### src/asp_defines.vh
// Constants shared by the multichannel audio serial port design
`ifndef ASP_DEFINES_VH
`define ASP_DEFINES_VH
// APB byte offsets
`define ASP_A_CTRL 8'h00
`define ASP_A_SLOT 8'h04
`define ASP_A_TX0 8'h08
`define ASP_A_TX1 8'h0C
`define ASP_A_RX 8'h10
`define ASP_A_STAT 8'h14
`define ASP_A_CLK 8'h18
// Control register fields
`define ASP_C_EN 0
`define ASP_C_LJ 1
`define ASP_C_CTRLR 2
`define ASP_C_BINV 3
`define ASP_C_FINV 4
`define ASP_C_TRI 5
`define ASP_C_HOLD 6
`define ASP_C_LATE 7
`define ASP_C_WL 9:8
`define ASP_C_GP 11:10
`define ASP_C_SCTRL 12
`define ASP_C_IGN 13
// Slot register fields
`define ASP_S_TXSH 4:0
`define ASP_S_RXSH 12:8
`define ASP_S_TX0 20:16
`define ASP_S_TX1 28:24
// Clock register fields
`define ASP_K_DIV 7:0
`define ASP_K_RATIO 19:8
`define ASP_K_RXS 28:24
// Status register fields
`define ASP_T_ERR 0
`define ASP_T_RXR 1
`define ASP_T_LOCK 2
// Reset values
`define ASP_CTRL_RST 32'h0000_0000
`define ASP_SLOT_RST 32'h1000_0000
`define ASP_CLK_RST 32'h0000_4004
// General pin modes
`define ASP_GP_OFF 2'h0
`define ASP_GP_LANE 2'h1
`define ASP_GP_CHAIN 2'h2
`define ASP_GP_SEC 2'h3
// Word lengths in bit clocks
`define ASP_WL16 6'h10
`define ASP_WL20 6'h14
`define ASP_WL24 6'h18
`define ASP_WL32 6'h20
// Highest slot index per half frame
`define ASP_LAST_SLOT 4'hF
// Frame rate classes in kHz
`define ASP_FS0 10'h008
`define ASP_FS1 10'h010
`define ASP_FS2 10'h018
`define ASP_FS3 10'h020
`define ASP_FS4 10'h030
`define ASP_FS5 10'h060
`define ASP_FS6 10'h0C0
`define ASP_FS7 10'h180
`define ASP_FS8 10'h300
`define ASP_NCLASS 8
// Ratio limits and bit clock ceiling
`define ASP_R_MIN 12'h010
`define ASP_R_MAX 12'h800
`define ASP_R3_MIN 12'h008
`define ASP_R3_MAX 12'h080
`define ASP_R_NOLOW 12'h020
`define ASP_BCLK_MAX_KHZ 22'h00_6000
`define ASP_CLK_KHZ 125000
`endif

### src/asp_core.v
// Multichannel I2S / left-justified audio serial port with APB registers
// How it works
// (RULE1) I2S left MSB two falls after drop
// (RULE2) I2S right MSB two falls after rise
// (RULE3) Further slots follow slot 0 in order
// (RULE4) I2S sync and data change on fall
// (RULE5) Host gives enough bit clocks per frame
// (RULE6) I2S sync phases cover left, right slots
// (RULE7) LJ sync phases cover left, right slots
// (RULE8) LJ left MSB in rising sync cycle
// (RULE9) LJ right MSB in falling sync cycle
// (RULE10) LJ later bits and sync on fall
// (RULE11) Host prefers nonzero shift at speed
// (RULE12) Channels map to any of 32 slots
// (RULE13) Optional release in unused slots
// (RULE14) Optional holder keeps last data level
// (RULE15) Late latching adds one bit clock
// (RULE16) Ports may run controller or target
// (RULE17) General pins: lane, port or chain
// (RULE18) Measure rates, derive clocking unaided
// (RULE19) Accept listed ratios and rate classes
// (RULE20) Refuse combinations beyond bit clock ceiling
// (RULE21) Bad combination flags error and mutes
// (RULE22) Separate 0..31 slot start shifts
// (RULE23) Bit clock and sync invert bits
// (RULE24) Release from unassigned slot until assigned
`timescale 1ns/100ps
`include "asp_defines.vh"
module asp_core #(
  parameter CLK_KHZ = `ASP_CLK_KHZ
) (
  input wire i_clk,
  input wire i_rstn,
  input wire i_psel,
  input wire i_penable,
  input wire i_pwrite,
  input wire [7:0] i_paddr,
  input wire [31:0] i_pwdata,
  output wire [31:0] o_prdata,
  output wire o_pready,
  output wire o_pslverr,
  input wire i_bit_clock,
  output wire o_bit_clock,
  output wire o_bit_clock_oe_n,
  input wire i_frame_sync,
  output wire o_frame_sync,
  output wire o_frame_sync_oe_n,
  input wire i_data,
  output wire o_data,
  output wire o_data_oe_n,
  output wire o_data_hold,
  output wire o_data_hold_oe_n,
  input wire i_general_input_pin,
  output wire o_general_output_pin,
  input wire i_general_pin_io,
  output wire o_general_pin_io,
  output wire o_general_pin_io_oe_n,
  output wire o_mute
);
  // Word length decode, used by both slot counters, the transmit bit select and receive completion
  function [5:0] wl_of;
    input [1:0] sel;
    begin
      case (sel)
        2'h0: wl_of = `ASP_WL16;
        2'h1: wl_of = `ASP_WL20;
        2'h2: wl_of = `ASP_WL24;
        default: wl_of = `ASP_WL32;
      endcase
    end
  endfunction
  // Nominal frame rate of a class in kHz
  function [9:0] fs_of;
    input [3:0] idx;
    begin
      case (idx)
        4'h0: fs_of = `ASP_FS0;
        4'h1: fs_of = `ASP_FS1;
        4'h2: fs_of = `ASP_FS2;
        4'h3: fs_of = `ASP_FS3;
        4'h4: fs_of = `ASP_FS4;
        4'h5: fs_of = `ASP_FS5;
        4'h6: fs_of = `ASP_FS6;
        4'h7: fs_of = `ASP_FS7;
        default: fs_of = `ASP_FS8;
      endcase
    end
  endfunction
  // Supported ratios are 2^k or 3*2^k inside fixed bounds
  function ratio_ok;
    input [11:0] r;
    reg [11:0] q;
    begin
      q = r / 12'h003;
      ratio_ok = (((r & (r - 12'h001)) == 12'h000) &&
                  r >= `ASP_R_MIN && r <= `ASP_R_MAX) ||
                 ((q * 12'h003 == r) && ((q & (q - 12'h001)) == 12'h000) &&
                  q >= `ASP_R3_MIN && q <= `ASP_R3_MAX);
    end
  endfunction

  reg [31:0] ctrl_ff, slot_ff, clk_ff, tx0_ff, tx1_ff, rx_ff, prdata_ff;
  reg err_ff, rxr_ff, mute_ff, locked_ff, started_ff;
  reg [4:0] s1_ff, s2_ff;
  reg [7:0] div_cnt_ff;
  reg gen_bclk_ff, gen_fs_ff, bq_ff, left_q_ff, resync_ff;
  reg [11:0] fcnt_ff, cnt_r_ff, ratio_ff, half_ff;
  reg [16:0] clk_cnt_ff;
  reg [3:0] rate_ff, idx;
  reg [31:0] txsh0_ff, txsh1_ff, rxsh_ff;
  reg data_ff, data_oe_n_ff, last_ff, gpo_ff;
  integer i;

  wire en = ctrl_ff[`ASP_C_EN];
  wire lj = ctrl_ff[`ASP_C_LJ];
  wire ctrlr = ctrl_ff[`ASP_C_CTRLR];
  wire [1:0] gp = ctrl_ff[`ASP_C_GP];
  wire [5:0] wl = wl_of(ctrl_ff[`ASP_C_WL]);

  // APB slave: zero wait states, error on unmapped offsets
  wire mapped = (i_paddr == `ASP_A_CTRL) || (i_paddr == `ASP_A_SLOT) ||
                (i_paddr == `ASP_A_TX0) || (i_paddr == `ASP_A_TX1) ||
                (i_paddr == `ASP_A_RX) || (i_paddr == `ASP_A_STAT) ||
                (i_paddr == `ASP_A_CLK);
  wire acc = i_psel & i_penable;
  wire wr = acc & i_pwrite & mapped;
  wire rd_rx = acc & ~i_pwrite & (i_paddr == `ASP_A_RX);
  assign o_pready = 1'b1;
  assign o_pslverr = acc & ~mapped;
  assign o_prdata = prdata_ff;

  // Pins from outside the clock domain pass two flops first
  always @(posedge i_clk) begin
    if (!i_rstn) begin
      s1_ff <= 5'h00;
      s2_ff <= 5'h00;
    end else begin
      s1_ff <= {i_general_pin_io, i_general_input_pin, i_data,
                i_frame_sync, i_bit_clock};
      s2_ff <= s1_ff;
    end
  end

  // Standard-polarity bit clock and sync, own or received
  wire bclk_std = ctrlr ? gen_bclk_ff
                        : s2_ff[0] ^ ctrl_ff[`ASP_C_BINV]; // see (RULE23)
  wire fs_std = ctrlr ? gen_fs_ff
                      : s2_ff[1] ^ ctrl_ff[`ASP_C_FINV]; // see (RULE23)
  wire rise = bclk_std & ~bq_ff;
  wire fall = ~bclk_std & bq_ff;
  wire left_now = lj ? fs_std : ~fs_std;
  wire start_seen = rise & left_now & ~left_q_ff;
  wire right_seen = rise & ~left_now & left_q_ff;
  wire [11:0] flen = ctrlr ? clk_ff[`ASP_K_RATIO] : ratio_ff;
  wire [11:0] half = ctrlr ? {1'b0, flen[11:1]}
                           : half_ff; // see (RULE6) see (RULE7)
  wire [11:0] nxt_fcnt = resync_ff ? 12'h001 :
                         (fcnt_ff + 12'h001 >= flen) ? 12'h000 :
                         fcnt_ff + 12'h001;
  // Position one fall ahead, so a bit is armed before it must leave
  wire [11:0] la = (nxt_fcnt + 12'h001 >= flen) ? 12'h000 :
                   nxt_fcnt + 12'h001;

  // Controller clock divider; sync changes on the falling edge
  wire div_hit = ({1'b0, div_cnt_ff} + 9'h001) >= {1'b0, clk_ff[`ASP_K_DIV]};
  always @(posedge i_clk) begin
    if (!i_rstn || !en || !ctrlr) begin
      div_cnt_ff <= 8'h00;
      gen_bclk_ff <= 1'b0;
      gen_fs_ff <= 1'b0;
    end else begin
      div_cnt_ff <= div_hit ? 8'h00 : div_cnt_ff + 8'h01;
      if (div_hit)
        gen_bclk_ff <= ~gen_bclk_ff; // see (RULE16)
      if (fall)
        gen_fs_ff <= (nxt_fcnt < half) ~^ lj; // see (RULE4) see (RULE10)
    end
  end
  assign o_bit_clock = gen_bclk_ff ^ ctrl_ff[`ASP_C_BINV];
  assign o_frame_sync = gen_fs_ff ^ ctrl_ff[`ASP_C_FINV];
  assign o_bit_clock_oe_n = ~(en & ctrlr); // see (RULE16)
  assign o_frame_sync_oe_n = ~(en & ctrlr);

  // Frame tracking: the frame counter predicts the next sync edge so
  // the first bit can leave on the very edge the sync changes on
  always @(posedge i_clk) begin
    if (!i_rstn || !en) begin
      bq_ff <= 1'b0;
      left_q_ff <= 1'b0;
      resync_ff <= 1'b0;
      fcnt_ff <= 12'h000;
      cnt_r_ff <= 12'h000;
      ratio_ff <= 12'h000;
      half_ff <= 12'h000;
    end else begin
      bq_ff <= bclk_std;
      if (rise) begin
        left_q_ff <= left_now;
        cnt_r_ff <= start_seen ? 12'h001 : cnt_r_ff + 12'h001;
        if (start_seen)
          ratio_ff <= cnt_r_ff;
        if (right_seen)
          half_ff <= cnt_r_ff;
      end
      // A sync edge seen in the wrong place realigns on the next fall
      if (start_seen && !ctrlr && fcnt_ff != 12'h000)
        resync_ff <= 1'b1;
      else if (fall)
        resync_ff <= 1'b0;
      if (fall)
        fcnt_ff <= nxt_fcnt;
    end
  end

  // Rate class from system clocks per frame, thresholds at midpoints
  always @* begin
    idx = 4'h0;
    for (i = 0; i < `ASP_NCLASS; i = i + 1) begin
      if ({15'h0000, clk_cnt_ff} < (CLK_KHZ * 2) /
          (fs_of(i[3:0]) + fs_of(i[3:0] + 4'h1)))
        idx = i[3:0] + 4'h1;
    end
  end
  wire [21:0] bclk_khz = cnt_r_ff * fs_of(idx);
  wire bad = ~ratio_ok(cnt_r_ff) || // see (RULE19)
             (bclk_khz > `ASP_BCLK_MAX_KHZ) || // see (RULE20)
             (idx == 4'h0 && cnt_r_ff < `ASP_R_NOLOW); // see (RULE20)

  // Auto-detection runs once per frame on the measured figures
  always @(posedge i_clk) begin
    if (!i_rstn || !en) begin
      clk_cnt_ff <= 17'h0_0000;
      rate_ff <= 4'h0;
      started_ff <= 1'b0;
      locked_ff <= 1'b0;
      mute_ff <= 1'b0;
    end else if (start_seen) begin
      clk_cnt_ff <= 17'h0_0001;
      started_ff <= 1'b1;
      if (started_ff) begin
        rate_ff <= idx; // see (RULE18)
        locked_ff <= ~bad;
        mute_ff <= bad & ~ctrl_ff[`ASP_C_IGN]; // see (RULE21)
      end
    end else if (clk_cnt_ff != 17'h1_FFFF) begin
      clk_cnt_ff <= clk_cnt_ff + 17'h0_0001;
    end
  end
  assign o_mute = mute_ff;

  // One slot walker for transmit (0) and receive (1), each with its shift
  genvar p;
  generate
    for (p = 0; p < 2; p = p + 1) begin : g_path
      reg act_ff, lr_ff;
      reg [3:0] sl_ff;
      reg [4:0] bit_ff;
      wire [5:0] shift = (p == 0) ? {1'b0, slot_ff[`ASP_S_TXSH]} :
                         {1'b0, slot_ff[`ASP_S_RXSH]} +
                         {5'h00, ctrl_ff[`ASP_C_LATE]}; // see (RULE15)
      wire [11:0] st_l = {11'h000, ~lj} + {6'h00, shift}; // see (RULE22)
      wire [11:0] st_r = half + st_l;
      // Transmit arms a fall early since its bit leaves a fall later
      wire [11:0] pos = (p == 0) ? la : nxt_fcnt;
      always @(posedge i_clk) begin
        if (!i_rstn || !en) begin
          act_ff <= 1'b0;
          lr_ff <= 1'b0;
          sl_ff <= 4'h0;
          bit_ff <= 5'h00;
        end else if (fall) begin
          if (pos == st_l || pos == st_r) begin
            act_ff <= 1'b1; // see (RULE1) see (RULE2) see (RULE8) see (RULE9)
            lr_ff <= (pos == st_r);
            sl_ff <= 4'h0;
            bit_ff <= 5'h00;
          end else if (act_ff) begin
            if ({1'b0, bit_ff} == wl - 6'h01) begin
              bit_ff <= 5'h00;
              sl_ff <= sl_ff + 4'h1; // see (RULE3)
              if (sl_ff == `ASP_LAST_SLOT)
                act_ff <= 1'b0;
            end else begin
              bit_ff <= bit_ff + 5'h01;
            end
          end
        end
      end
    end
  endgenerate

  // Transmit selection: a channel owns the slot whose code it holds
  wire [4:0] tx_code = {g_path[0].lr_ff, g_path[0].sl_ff};
  wire [4:0] rx_code = {g_path[1].lr_ff, g_path[1].sl_ff};
  wire [4:0] nb = 5'h1F - g_path[0].bit_ff - (5'h1F - wl[4:0] + 5'h01);
  wire sel0 = g_path[0].act_ff & (tx_code == slot_ff[`ASP_S_TX0]);
  wire sel1 = g_path[0].act_ff & (tx_code == slot_ff[`ASP_S_TX1]);
  wire main1 = sel1 & (gp != `ASP_GP_LANE);
  wire own = sel0 | main1; // see (RULE12)

  // Serial outputs change only on the falling bit clock edge
  always @(posedge i_clk) begin
    if (!i_rstn || !en) begin
      txsh0_ff <= 32'h0000_0000;
      txsh1_ff <= 32'h0000_0000;
      data_ff <= 1'b0;
      data_oe_n_ff <= 1'b1;
      last_ff <= 1'b0;
      gpo_ff <= 1'b0;
    end else if (fall) begin
      // Words are taken just before the frame's first bit can leave
      if (la == 12'h000) begin
        txsh0_ff <= tx0_ff;
        txsh1_ff <= tx1_ff;
      end
      data_ff <= ~mute_ff & own &
                 (sel0 ? txsh0_ff[nb] : txsh1_ff[nb]); // see (RULE4)
      // Unused slots drive low unless release is enabled
      data_oe_n_ff <= ~own & ctrl_ff[`ASP_C_TRI]; // see (RULE13) see (RULE24)
      if (!(~own & ctrl_ff[`ASP_C_TRI]))
        last_ff <= ~mute_ff & own & (sel0 ? txsh0_ff[nb] : txsh1_ff[nb]);
      case (gp)
        `ASP_GP_LANE: gpo_ff <= ~mute_ff & sel1 & txsh1_ff[nb]; // see (RULE17)
        `ASP_GP_CHAIN: gpo_ff <= s2_ff[3]; // see (RULE17)
        default: gpo_ff <= 1'b0;
      endcase
    end
  end
  assign o_data = data_ff;
  assign o_data_oe_n = data_oe_n_ff | ~en;
  // Holder drives the last driven level only while data is released and the hold bit is set
  assign o_data_hold = last_ff;
  assign o_data_hold_oe_n = ~((data_oe_n_ff | ~en) &
                              ctrl_ff[`ASP_C_HOLD]); // see (RULE14)
  // Secondary port mode carries clock on the pin and sync on the output
  wire sec = en & (gp == `ASP_GP_SEC) & ctrl_ff[`ASP_C_SCTRL];
  assign o_general_pin_io = o_bit_clock;
  assign o_general_pin_io_oe_n = ~sec; // see (RULE16) see (RULE17)
  assign o_general_output_pin = (gp == `ASP_GP_SEC) ? o_frame_sync : gpo_ff;

  // Receive capture on the rising bit clock edge, muted on clock error
  wire rx_hit = rise & g_path[1].act_ff & ~mute_ff &
                (rx_code == clk_ff[`ASP_K_RXS]);
  wire [31:0] rx_next = (g_path[1].bit_ff == 5'h00) ? {31'h0, s2_ff[2]} :
                        {rxsh_ff[30:0], s2_ff[2]};
  wire rx_done = rx_hit & ({1'b0, g_path[1].bit_ff} == wl - 6'h01);

  // Register file; hardware set of a flag wins over its clear
  always @(posedge i_clk) begin
    if (!i_rstn) begin
      ctrl_ff <= `ASP_CTRL_RST;
      slot_ff <= `ASP_SLOT_RST;
      clk_ff <= `ASP_CLK_RST;
      tx0_ff <= 32'h0000_0000;
      tx1_ff <= 32'h0000_0000;
      rx_ff <= 32'h0000_0000;
      rxsh_ff <= 32'h0000_0000;
      err_ff <= 1'b0;
      rxr_ff <= 1'b0;
      prdata_ff <= 32'h0000_0000;
    end else begin
      if (wr && i_paddr == `ASP_A_CTRL)
        ctrl_ff <= i_pwdata;
      if (wr && i_paddr == `ASP_A_SLOT)
        slot_ff <= i_pwdata;
      if (wr && i_paddr == `ASP_A_CLK)
        clk_ff <= i_pwdata;
      if (wr && i_paddr == `ASP_A_TX0)
        tx0_ff <= i_pwdata;
      if (wr && i_paddr == `ASP_A_TX1)
        tx1_ff <= i_pwdata;
      if (rx_hit)
        rxsh_ff <= rx_next;
      if (rx_done)
        rx_ff <= rx_next;
      if (start_seen && started_ff && bad && !ctrl_ff[`ASP_C_IGN])
        err_ff <= 1'b1; // see (RULE21)
      else if (wr && i_paddr == `ASP_A_STAT && i_pwdata[`ASP_T_ERR])
        err_ff <= 1'b0;
      if (rx_done)
        rxr_ff <= 1'b1;
      else if (rd_rx)
        rxr_ff <= 1'b0;
      // Read data is loaded in the setup phase for the access phase
      if (i_psel && !i_penable) begin
        case (i_paddr)
          `ASP_A_CTRL: prdata_ff <= ctrl_ff;
          `ASP_A_SLOT: prdata_ff <= slot_ff;
          `ASP_A_CLK: prdata_ff <= clk_ff;
          `ASP_A_TX0: prdata_ff <= tx0_ff;
          `ASP_A_TX1: prdata_ff <= tx1_ff;
          `ASP_A_RX: prdata_ff <= rx_ff;
          `ASP_A_STAT: prdata_ff <= {4'h0, ratio_ff, 8'h00, rate_ff, 1'b0,
                                     locked_ff, rxr_ff, err_ff};
          default: prdata_ff <= 32'h0000_0000;
        endcase
      end
    end
  end
endmodule // asp_core

### config.mk
export PLATFORM = sky130hd
export DESIGN_NAME = asp_core
export DESIGN_NICKNAME = d
export VERILOG_FILES = /design/src/asp_core.v
export VERILOG_INCLUDE_DIRS = /design/src /design/src/src
export SDC_FILE = /design/constraint.sdc
export NUM_CORES = 1
export LEC_CHECK = 0
export BUFFER_PORTS_ARGS = -buffer_cell sky130_fd_sc_hd__buf_2
export CORE_ASPECT_RATIO = 0.75
export CORE_MARGIN = 10
export CORE_UTILIZATION = 40
export DETAILED_ROUTE_END_ITERATION = 6
export GPL_TIMING_DRIVEN = 0
export MAX_ROUTING_LAYER = met4
export PLACE_DENSITY = 0.61
export SYNTH_ARGS = -nofsm -noshare
export SYNTH_HDL_FRONTEND = slang
export SYNTH_SLANG_ARGS = --single-unit
### constraint.sdc
create_clock -name i_clk -period 20.9 [get_ports i_clk]
set_clock_uncertainty 0.2 [all_clocks]
set_input_delay 1.045 -clock i_clk [delete_from_list [all_inputs] [get_ports i_clk]]
set_output_delay 1.045 -clock i_clk [all_outputs]
set_load 0.01 [all_outputs]
==> summary.md, run 1 <==
| Metric | Value |
|---|---|
| Status | `finished clean` |
| Leakage | `12.4 nW` |
| Post-synthesis sequential area ratio | `0.308` |
| DR pass1 iterations | `5` |
| Finished Cell Area | `31700 µm²` |
| Max Root-Sink Buffers | `3` |
| Gate Count Post-Synth | `3419` |
| Initial Util | `0.406` |
| CTS H-tree lvls | `2` |
| GRT Resource Usage Total | `0.236` |
| Worst EP required | `21.20 ns` |
| CTS tree | `done` |
| Setup TNS | `0 ns` |
| Share of cells above drive strength 1 | `0.0825` |
| Die Wd | `329 µm` |
| Pins Over Slew Limit | `0` |
| Aggregate global routing overflow | `0` |
| Area post-placement | `30200 µm²` |
| Register area | `8810 µm²` |
| Synth top area cells | `dfxtp_1 (31%), nand2_1 (7.9%), ha_1 (7.4%)` |
| Area growth from synthesis to layout | `10.8%` |
| IO Port Bufs | `92` |
| Layout Nets | `3829` |
| Antenna violations before repair | `1` |
| HP Class | `reg -> reg` |
| Critical path capture point type | `flop` |
| Fin crit share | `0.462` |
| Dpl ws | `11.53 ns` |
| Worst slew pin tran | `1.32 ns` |
| Yosys reg bits | `440` |
| Placed Instances | `4457` |
| Fin. Hold Viols | `0` |
| Setup ws final | `11.25 ns` |
| Max-Cap Viols | `0` |
| I/O pin total | `96` |
| Worst-path clk slew | `0.07 ns` |
| CTS buffer count | `43` |
| Multi-input logic area | `18200 µm²` |
| Most common cell in the netlist | `nand2_1` |
| Routed Antenna Nets | `0` |
| Final core occ | `0.450` |
| CP arrival | `9.95 ns` |
| CP top delay family | `compound AO/OA/AOI/OAI gates` |
| Initial DRC count | `2842` |
| Clk root buf | `clkbuf_16` |
| Syn_area_per_cell | `8.36 µm²` |
| Most used DFF post-synth | `dfxtp_1` |
| Crit path buffers/inverters | `5` |
| # setup viols final | `0` |
| Core Rows | `84` |
| RSZ-0062 raised after global routing | `no` |
| First-pass GRT wire length | `149 mm` |
| CP Launch Type | `flop` |
| Worst Setup Path Type | `reg -> reg` |
| Vias in the first global route | `23300` |
| Async SR Flop Fraction | `0` |
| Final total power | `1.73 mW` |
| Share of the synthesized area in the top cell type | `0.308` |
| Post-synth EDFFs | `0` |
| Synth top cells by count | `nand2_1 (604), dfxtp_1 (440), nor2_1 (236)` |
| Min Tclk post-route | `9.65 ns` |
| Die Ht | `252 µm` |
| Die Area | `82700 µm²` |
| WL final | `99.0 mm` |
| Clk_lat worst skew | `0.58 ns` |
| CORE AREA | `70400 µm²` |
| Final Hold Slack | `0.241 ns` |
| CTS sink cnt | `440` |
| Non-filler cells in the finished layout | `4537` |
| Largest net degree at the start of global routing | `15` |
| Synthesized Nets | `3692` |
| Slowest cell on crit path | `a21oi_1` |
| Vias | `25900` |
| Peak supply drop | `0.0493 mV` |
| Mapped cell area | `28600 µm²` |
| Slew HR | `0.112` |
| Hpwl dp | `77.4 mm` |
| Hold Buf Count CTS | `0` |
| Maximum clock rate | `0.104 GHz` |
| Max incr delay on CP | `0.76 ns` |
| RD Place Congestion | `0.977` |
| Post-CTS Resized | `0` |
| Post-CTS Setup Bufs | `0` |
| Top cell type by total area after synthesis | `dfxtp_1` |
| Via/cell ratio | `5.71` |
| Critical path fanouts, max | `10` |
| PD cells | `54.5 nW/µm²` |
| FILL cells | `7066` |
| DR WL/cell | `21.8 µm` |
| DRC viols | `0` |
| Post-synth cell types | `105` |
| YS warnings | `0` |
## area by class of cell
cell class	count	area share
multi-input combinational	2604	0.576
sequential	440	0.278
clock buffer	64	0.0390
tap	946	0.0374
buffer	236	0.0323
inverter	139	0.0165
timing repair buffer	92	0.0145
clock inverter	15	0.00671
antenna	1	0.0000790
## placed cells by master (no fill, tap or decap), types with 19 or more instances in the layout
cell type,netlist,layout
inv_1,137,137
buf_2,15,107
o21ai_0,111,111
nor2b_1,32,32
nand2b_1,21,21
a21oi_1,111,111
nor3_1,42,42
nor2_1,236,236
mux2_2,19,19
a21boi_0,217,217
a22oi_1,26,26
ha_1,168,168
and3_1,26,26
fa_1,55,55
a221oi_1,21,21
a21o_1,19,19
and2_1,73,73
dfxtp_1,440,440
nand2_1,604,604
xnor2_1,97,97
nand4_1,26,26
o211ai_1,29,29
clkbuf_16,0,43
nand3_1,132,132
mux4_2,40,40
mux2i_1,132,132
clkbuf_1,182,195
nor4_1,21,21
xor2_1,55,55
## logic make-up (layout without fill, tap and decap cells)
logic type,after synthesis,count (layout),synth area share
AOI/OAI and AO/OA,722,722,0.178
xor gates and xnor gates,154,154,0.0482
adders and majority gates,224,224,0.112
buffers and inverters,375,546,0.0541
DFF,440,440,0.308
muxes,193,193,0.0862
other,1,2,0.000131
and+or+nand+nor,1310,1310,0.213
## layer usage
layer / vias to the layer above / global-route usage / wire length, µm
met5: - / - / 0
met4: 0 / 0.0460 / 2040
met3: 119 / 0.0331 / 8840
met2: 1186 / 0.335 / 40900
met1: 12400 / 0.350 / 47200
li1: 12200 / - / -
## sequential cells by signal (all words and copies together), names as in the netlist, 8 cells and up
name,cells
rx_ff,32
half_ff,12
rxsh_ff,31
ctrl_ff,32
clk_cnt_ff,17
tx1_ff,32
cnt_r_ff,12
slot_ff,32
tx0_ff,32
txsh0_ff,32
txsh1_ff,32
ratio_ff,12
g_path.bit_ff,10
div_cnt_ff,8
clk_ff,32
fcnt_ff,12
o_prdata,32
g_path.sl_ff,8
## worst register-to-register path: cells and delay by family (launching register included)
kind / cells / cell delay [ns]
multiplexers: 1 / 0.47
flip-flops: 1 / 0.34
AND/OR/NAND/NOR: 7 / 2.20
adder cells (fa/ha/maj): 3 / 0.81
XOR/XNOR: 1 / 0.40
AO/OA/AOI/OAI: 13 / 3.25
buffers and inverters: 5 / 1.92
## final timing paths
path	start	to	slack [ns]	depth (start not counted)
hold reg to reg	rx_ff[9]$_SDFFE_PN0P_	o_prdata[9]$_SDFFE_PN0P_	0.24	2
setup reg to reg	ctrl_ff[2]$_SDFFE_PN0P_	g_path[0].bit_ff[4]$_SDFFE_PP0P_	11.25	30
hold / removal	rx_ff[9]$_SDFFE_PN0P_	o_prdata[9]$_SDFFE_PN0P_	0.24	2
setup / recovery	ctrl_ff[2]$_SDFFE_PN0P_	g_path[0].bit_ff[4]$_SDFFE_PP0P_	11.25	30
## where the power goes
| part | total [mW] | internal (mW) | switching (mW) | leakage [nW] |
|---|---|---|---|---|
| combinational | 0.0600 | 0.0190 | 0.0409 | 8.14 |
| clock | 0.825 | 0.464 | 0.361 | 0.715 |
| sequential | 0.843 | 0.841 | 0.00197 | 3.55 |
Power figures use the tool's default switching activity.
==> run 2, diff against run 1 <==
ABC_AREA = 1   (was unset)
PLACE_DENSITY = 0.62   (was 0.61)
clock period = 10.1 ns   (was 20.9 ns; I/O delays follow)
==> summary.md, run 2 <==
| Metric | Value |
|---|---|
| CTS tree | `done` |
| Final Hold Slack | `0.0337 ns` |
| Routed Antenna Nets | `0` |
| Hold endpoint | `tx0_ff[21]$_SDFFE_PN0P_` |
| FILL cells | `6534` |
| Initial Util | `0.402` |
| HP Class | `in -> reg` |
| Top cell type by total area after synthesis | `dfxtp_1` |
| IO Port Bufs | `93` |
| Max incr delay on CP | `0.55 ns` |
| Commonest non-fill, non-tap cells in the layout | `a21oi_1 (468), inv_1 (466), nand2_1 (442), dfxtp_1 (440), o21ai_0 (361)` |
| Via/cell ratio | `5.59` |
| Post-CTS Setup Bufs | `0` |
| Die Area | `74400 µm²` |
| Commonest non-fill, non-tap cell in the layout | `a21oi_1` |
| Layout Nets | `3870` |
| YS warnings | `0` |
| Async SR Flop Fraction | `0` |
| Most used DFF post-synth | `dfxtp_1` |
| GRT Resource Usage Total | `0.264` |
| Fin. Hold Viols | `0` |
| CTS sink cnt | `440` |
| Max Root-Sink Buffers | `3` |
| Worst R2R End | `err_ff$_SDFFE_PN0P_` |
| Critical path capture point type | `flop` |
| Post-synth cell types | `65` |
| Core Rows | `80` |
| Leakage | `11.6 nW` |
| # setup viols final | `0` |
| Hold depth | `3` |
| Worst Setup Path Type | `reg -> reg` |
| Peak supply drop | `0.131 mV` |
| I/O pin total | `96` |
| Vias | `25100` |
| Vias in the first global route | `22300` |
| Synth top area cells | `dfxtp_1 (35%), a21oi_1 (9.2%), ha_1 (8.2%)` |
| Setup TNS | `0 ns` |
| Most common cell in the netlist | `a21oi_1` |
| Aggregate global routing overflow | `0` |
| CTS buffer count | `44` |
| Synth top cells by count | `a21oi_1 (468), inv_1 (466), nand2_1 (442)` |
| Die Wd | `312 µm` |
| Share of the synthesized area in the top cell type | `0.345` |
| CTS H-tree lvls | `2` |
| DR WL/cell | `22.3 µm` |
| CP Launch Type | `flop` |
| Die Ht | `239 µm` |
| WL final | `100 mm` |
| Mapped cell area | `25500 µm²` |
| CP arrival | `9.20 ns` |
| Initial DRC count | `3317` |
| RSZ-0062 raised after global routing | `no` |
| R2R Path Start | `clk_cnt_ff[4]$_SDFFE_PP0P_` |
| Hpwl dp | `79.1 mm` |
| Worst slew pin tran | `1.26 ns` |
| Critical path fanouts, max | `9` |
| DRC viols | `0` |
| R2r worst-path depth | `42` |
| CORE AREA | `63400 µm²` |
| Area growth from synthesis to layout | `12.1%` |
| First-pass GRT wire length | `146 mm` |
| Share of cells above drive strength 1 | `0.0664` |
| Status | `finished clean` |
| Worst-path clk slew | `0.06 ns` |
| Syn_area_per_cell | `7.38 µm²` |
| Maximum clock rate | `0.111 GHz` |
| Yosys reg bits | `440` |
| Worst EP required | `10.32 ns` |
| Slew HR | `0.155` |
| Pins Over Slew Limit | `0` |
| Largest net degree at the start of global routing | `15` |
| RD Place Congestion | `1.05` |
| Post-synthesis sequential area ratio | `0.345` |
| Min Tclk post-route | `8.98 ns` |
| Gate Count Post-Synth | `3454` |
| DR pass1 iterations | `7` |
| Reg-to-reg slack, setup | `1.12 ns` |
| Dpl ws | `0.873 ns` |
| Fin crit share | `0.889` |
| Synthesized Nets | `3727` |
| Clk_lat worst skew | `0.60 ns` |
| Setup ws final | `1.12 ns` |
| Hold path start | `i_pwdata[21]` |
| Clk root buf | `clkbuf_16` |
| PD cells | `124 nW/µm²` |
| Antenna violations before repair | `12` |
| Post-synth EDFFs | `0` |
| Slowest cell on crit path | `fa_1` |
| Max-Cap Viols | `0` |
==> run 2: changes by cell type in the layout (fill, tap and decap cells not counted), sizes merged, moves of 74 or more <==
cell and delta:
a21boi -223, o21ai +261, inv +338, a21oi +357, xnor2 -74, nand2 -151, mux2i -133
==> run 2: per-stage QoR <==
stage / cells / cell area (µm²) / power [mW] / util
after floorplan: 3454 / 25500 / 1.81 / -
after global placement: 4408 / 27000 / 1.86 / 0.427
after detailed placement: 4408 / 27000 / 1.86 / 0.427
after CTS: 4492 / 28600 / 3.55 / 0.451
after global routing: 4500 / 28600 / 3.62 / 0.451
final: 4500 / 28600 / 3.55 / 0.451
==> run 2: power by group <==
group          internal (mW)  switching (mW)  leakage, nW
clock                  0.959           0.761        0.731
combinational         0.0192          0.0729         7.32
sequential              1.74        0.000676         3.54
==> run 2: logic make-up after synthesis <==
logic type | after synthesis | synth area share
XOR/XNOR | 116 | 0.0398
AO/OA/AOI/OAI | 1055 | 0.230
adder cells (fa/ha/maj) | 223 | 0.126
flip-flops | 440 | 0.345
buffers and inverters | 664 | 0.0993
multiplexers | 1 | 0.000442
other | 1 | 0.000147
AND/OR/NAND/NOR | 954 | 0.159
==> run 2: worst max-delay path by stage <==
stage                                from             endpoint
6_report       clk_cnt_ff[4]$_SDFFE_PP0P_  err_ff$_SDFFE_PN0P_
5_1_grt        clk_cnt_ff[4]$_SDFFE_PP0P_  err_ff$_SDFFE_PN0P_
4_1_cts        clk_cnt_ff[4]$_SDFFE_PP0P_  err_ff$_SDFFE_PN0P_
3_5_place_dp   clk_cnt_ff[4]$_SDFFE_PP0P_  err_ff$_SDFFE_PN0P_
3_3_place_gp   clk_cnt_ff[4]$_SDFFE_PP0P_  o_mute$_SDFFE_PP0P_
2_1_floorplan  clk_cnt_ff[4]$_SDFFE_PP0P_  o_mute$_SDFFE_PP0P_
==> run 2: timing repair <==
action,4_1_cts,5_1_grt
hold buffers,4,0
setup endpoints to repair,0,2
gates resized for setup,0,1
endpoints found under the hold margin,4,0
==> run 2: area by class of cell <==
type / count / area, µm² / share of cell area
multi-input combinational: 2350 / 14200 / 0.495
sequential: 440 / 8810 / 0.308
inverter: 484 / 1820 / 0.0636
clock buffer: 65 / 1310 / 0.0458
tap: 861 / 1080 / 0.0377
buffer: 180 / 713 / 0.0249
timing repair buffer: 97 / 505 / 0.0177
clock inverter: 15 / 169 / 0.00591
antenna: 8 / 20.0 / 0.000700
==> run 2: metal layers <==
| layer | share of wire | wire, µm | vias up | global-route usage |
|---|---|---|---|---|
| met5 | 0 | 0 | - | - |
| li1 | - | - | 11800 | - |
| met1 | 0.46 | 46600 | 11800 | 0.387 |
| met2 | 0.38 | 37700 | 1362 | 0.339 |
| met3 | 0.14 | 13700 | 171 | 0.0882 |
| met4 | 0.024 | 2410 | 0 | 0.0591 |
==> run 2: worst max-delay path, delay by kind of cell, from the launching register on <==
family | cells | cell delay, ns
flip-flops | 1 | 0.30
adder cells (fa/ha/maj) | 7 | 2.75
buffers and inverters | 6 | 0.86
AO/OA/AOI/OAI | 16 | 2.78
AND/OR/NAND/NOR | 13 | 1.93
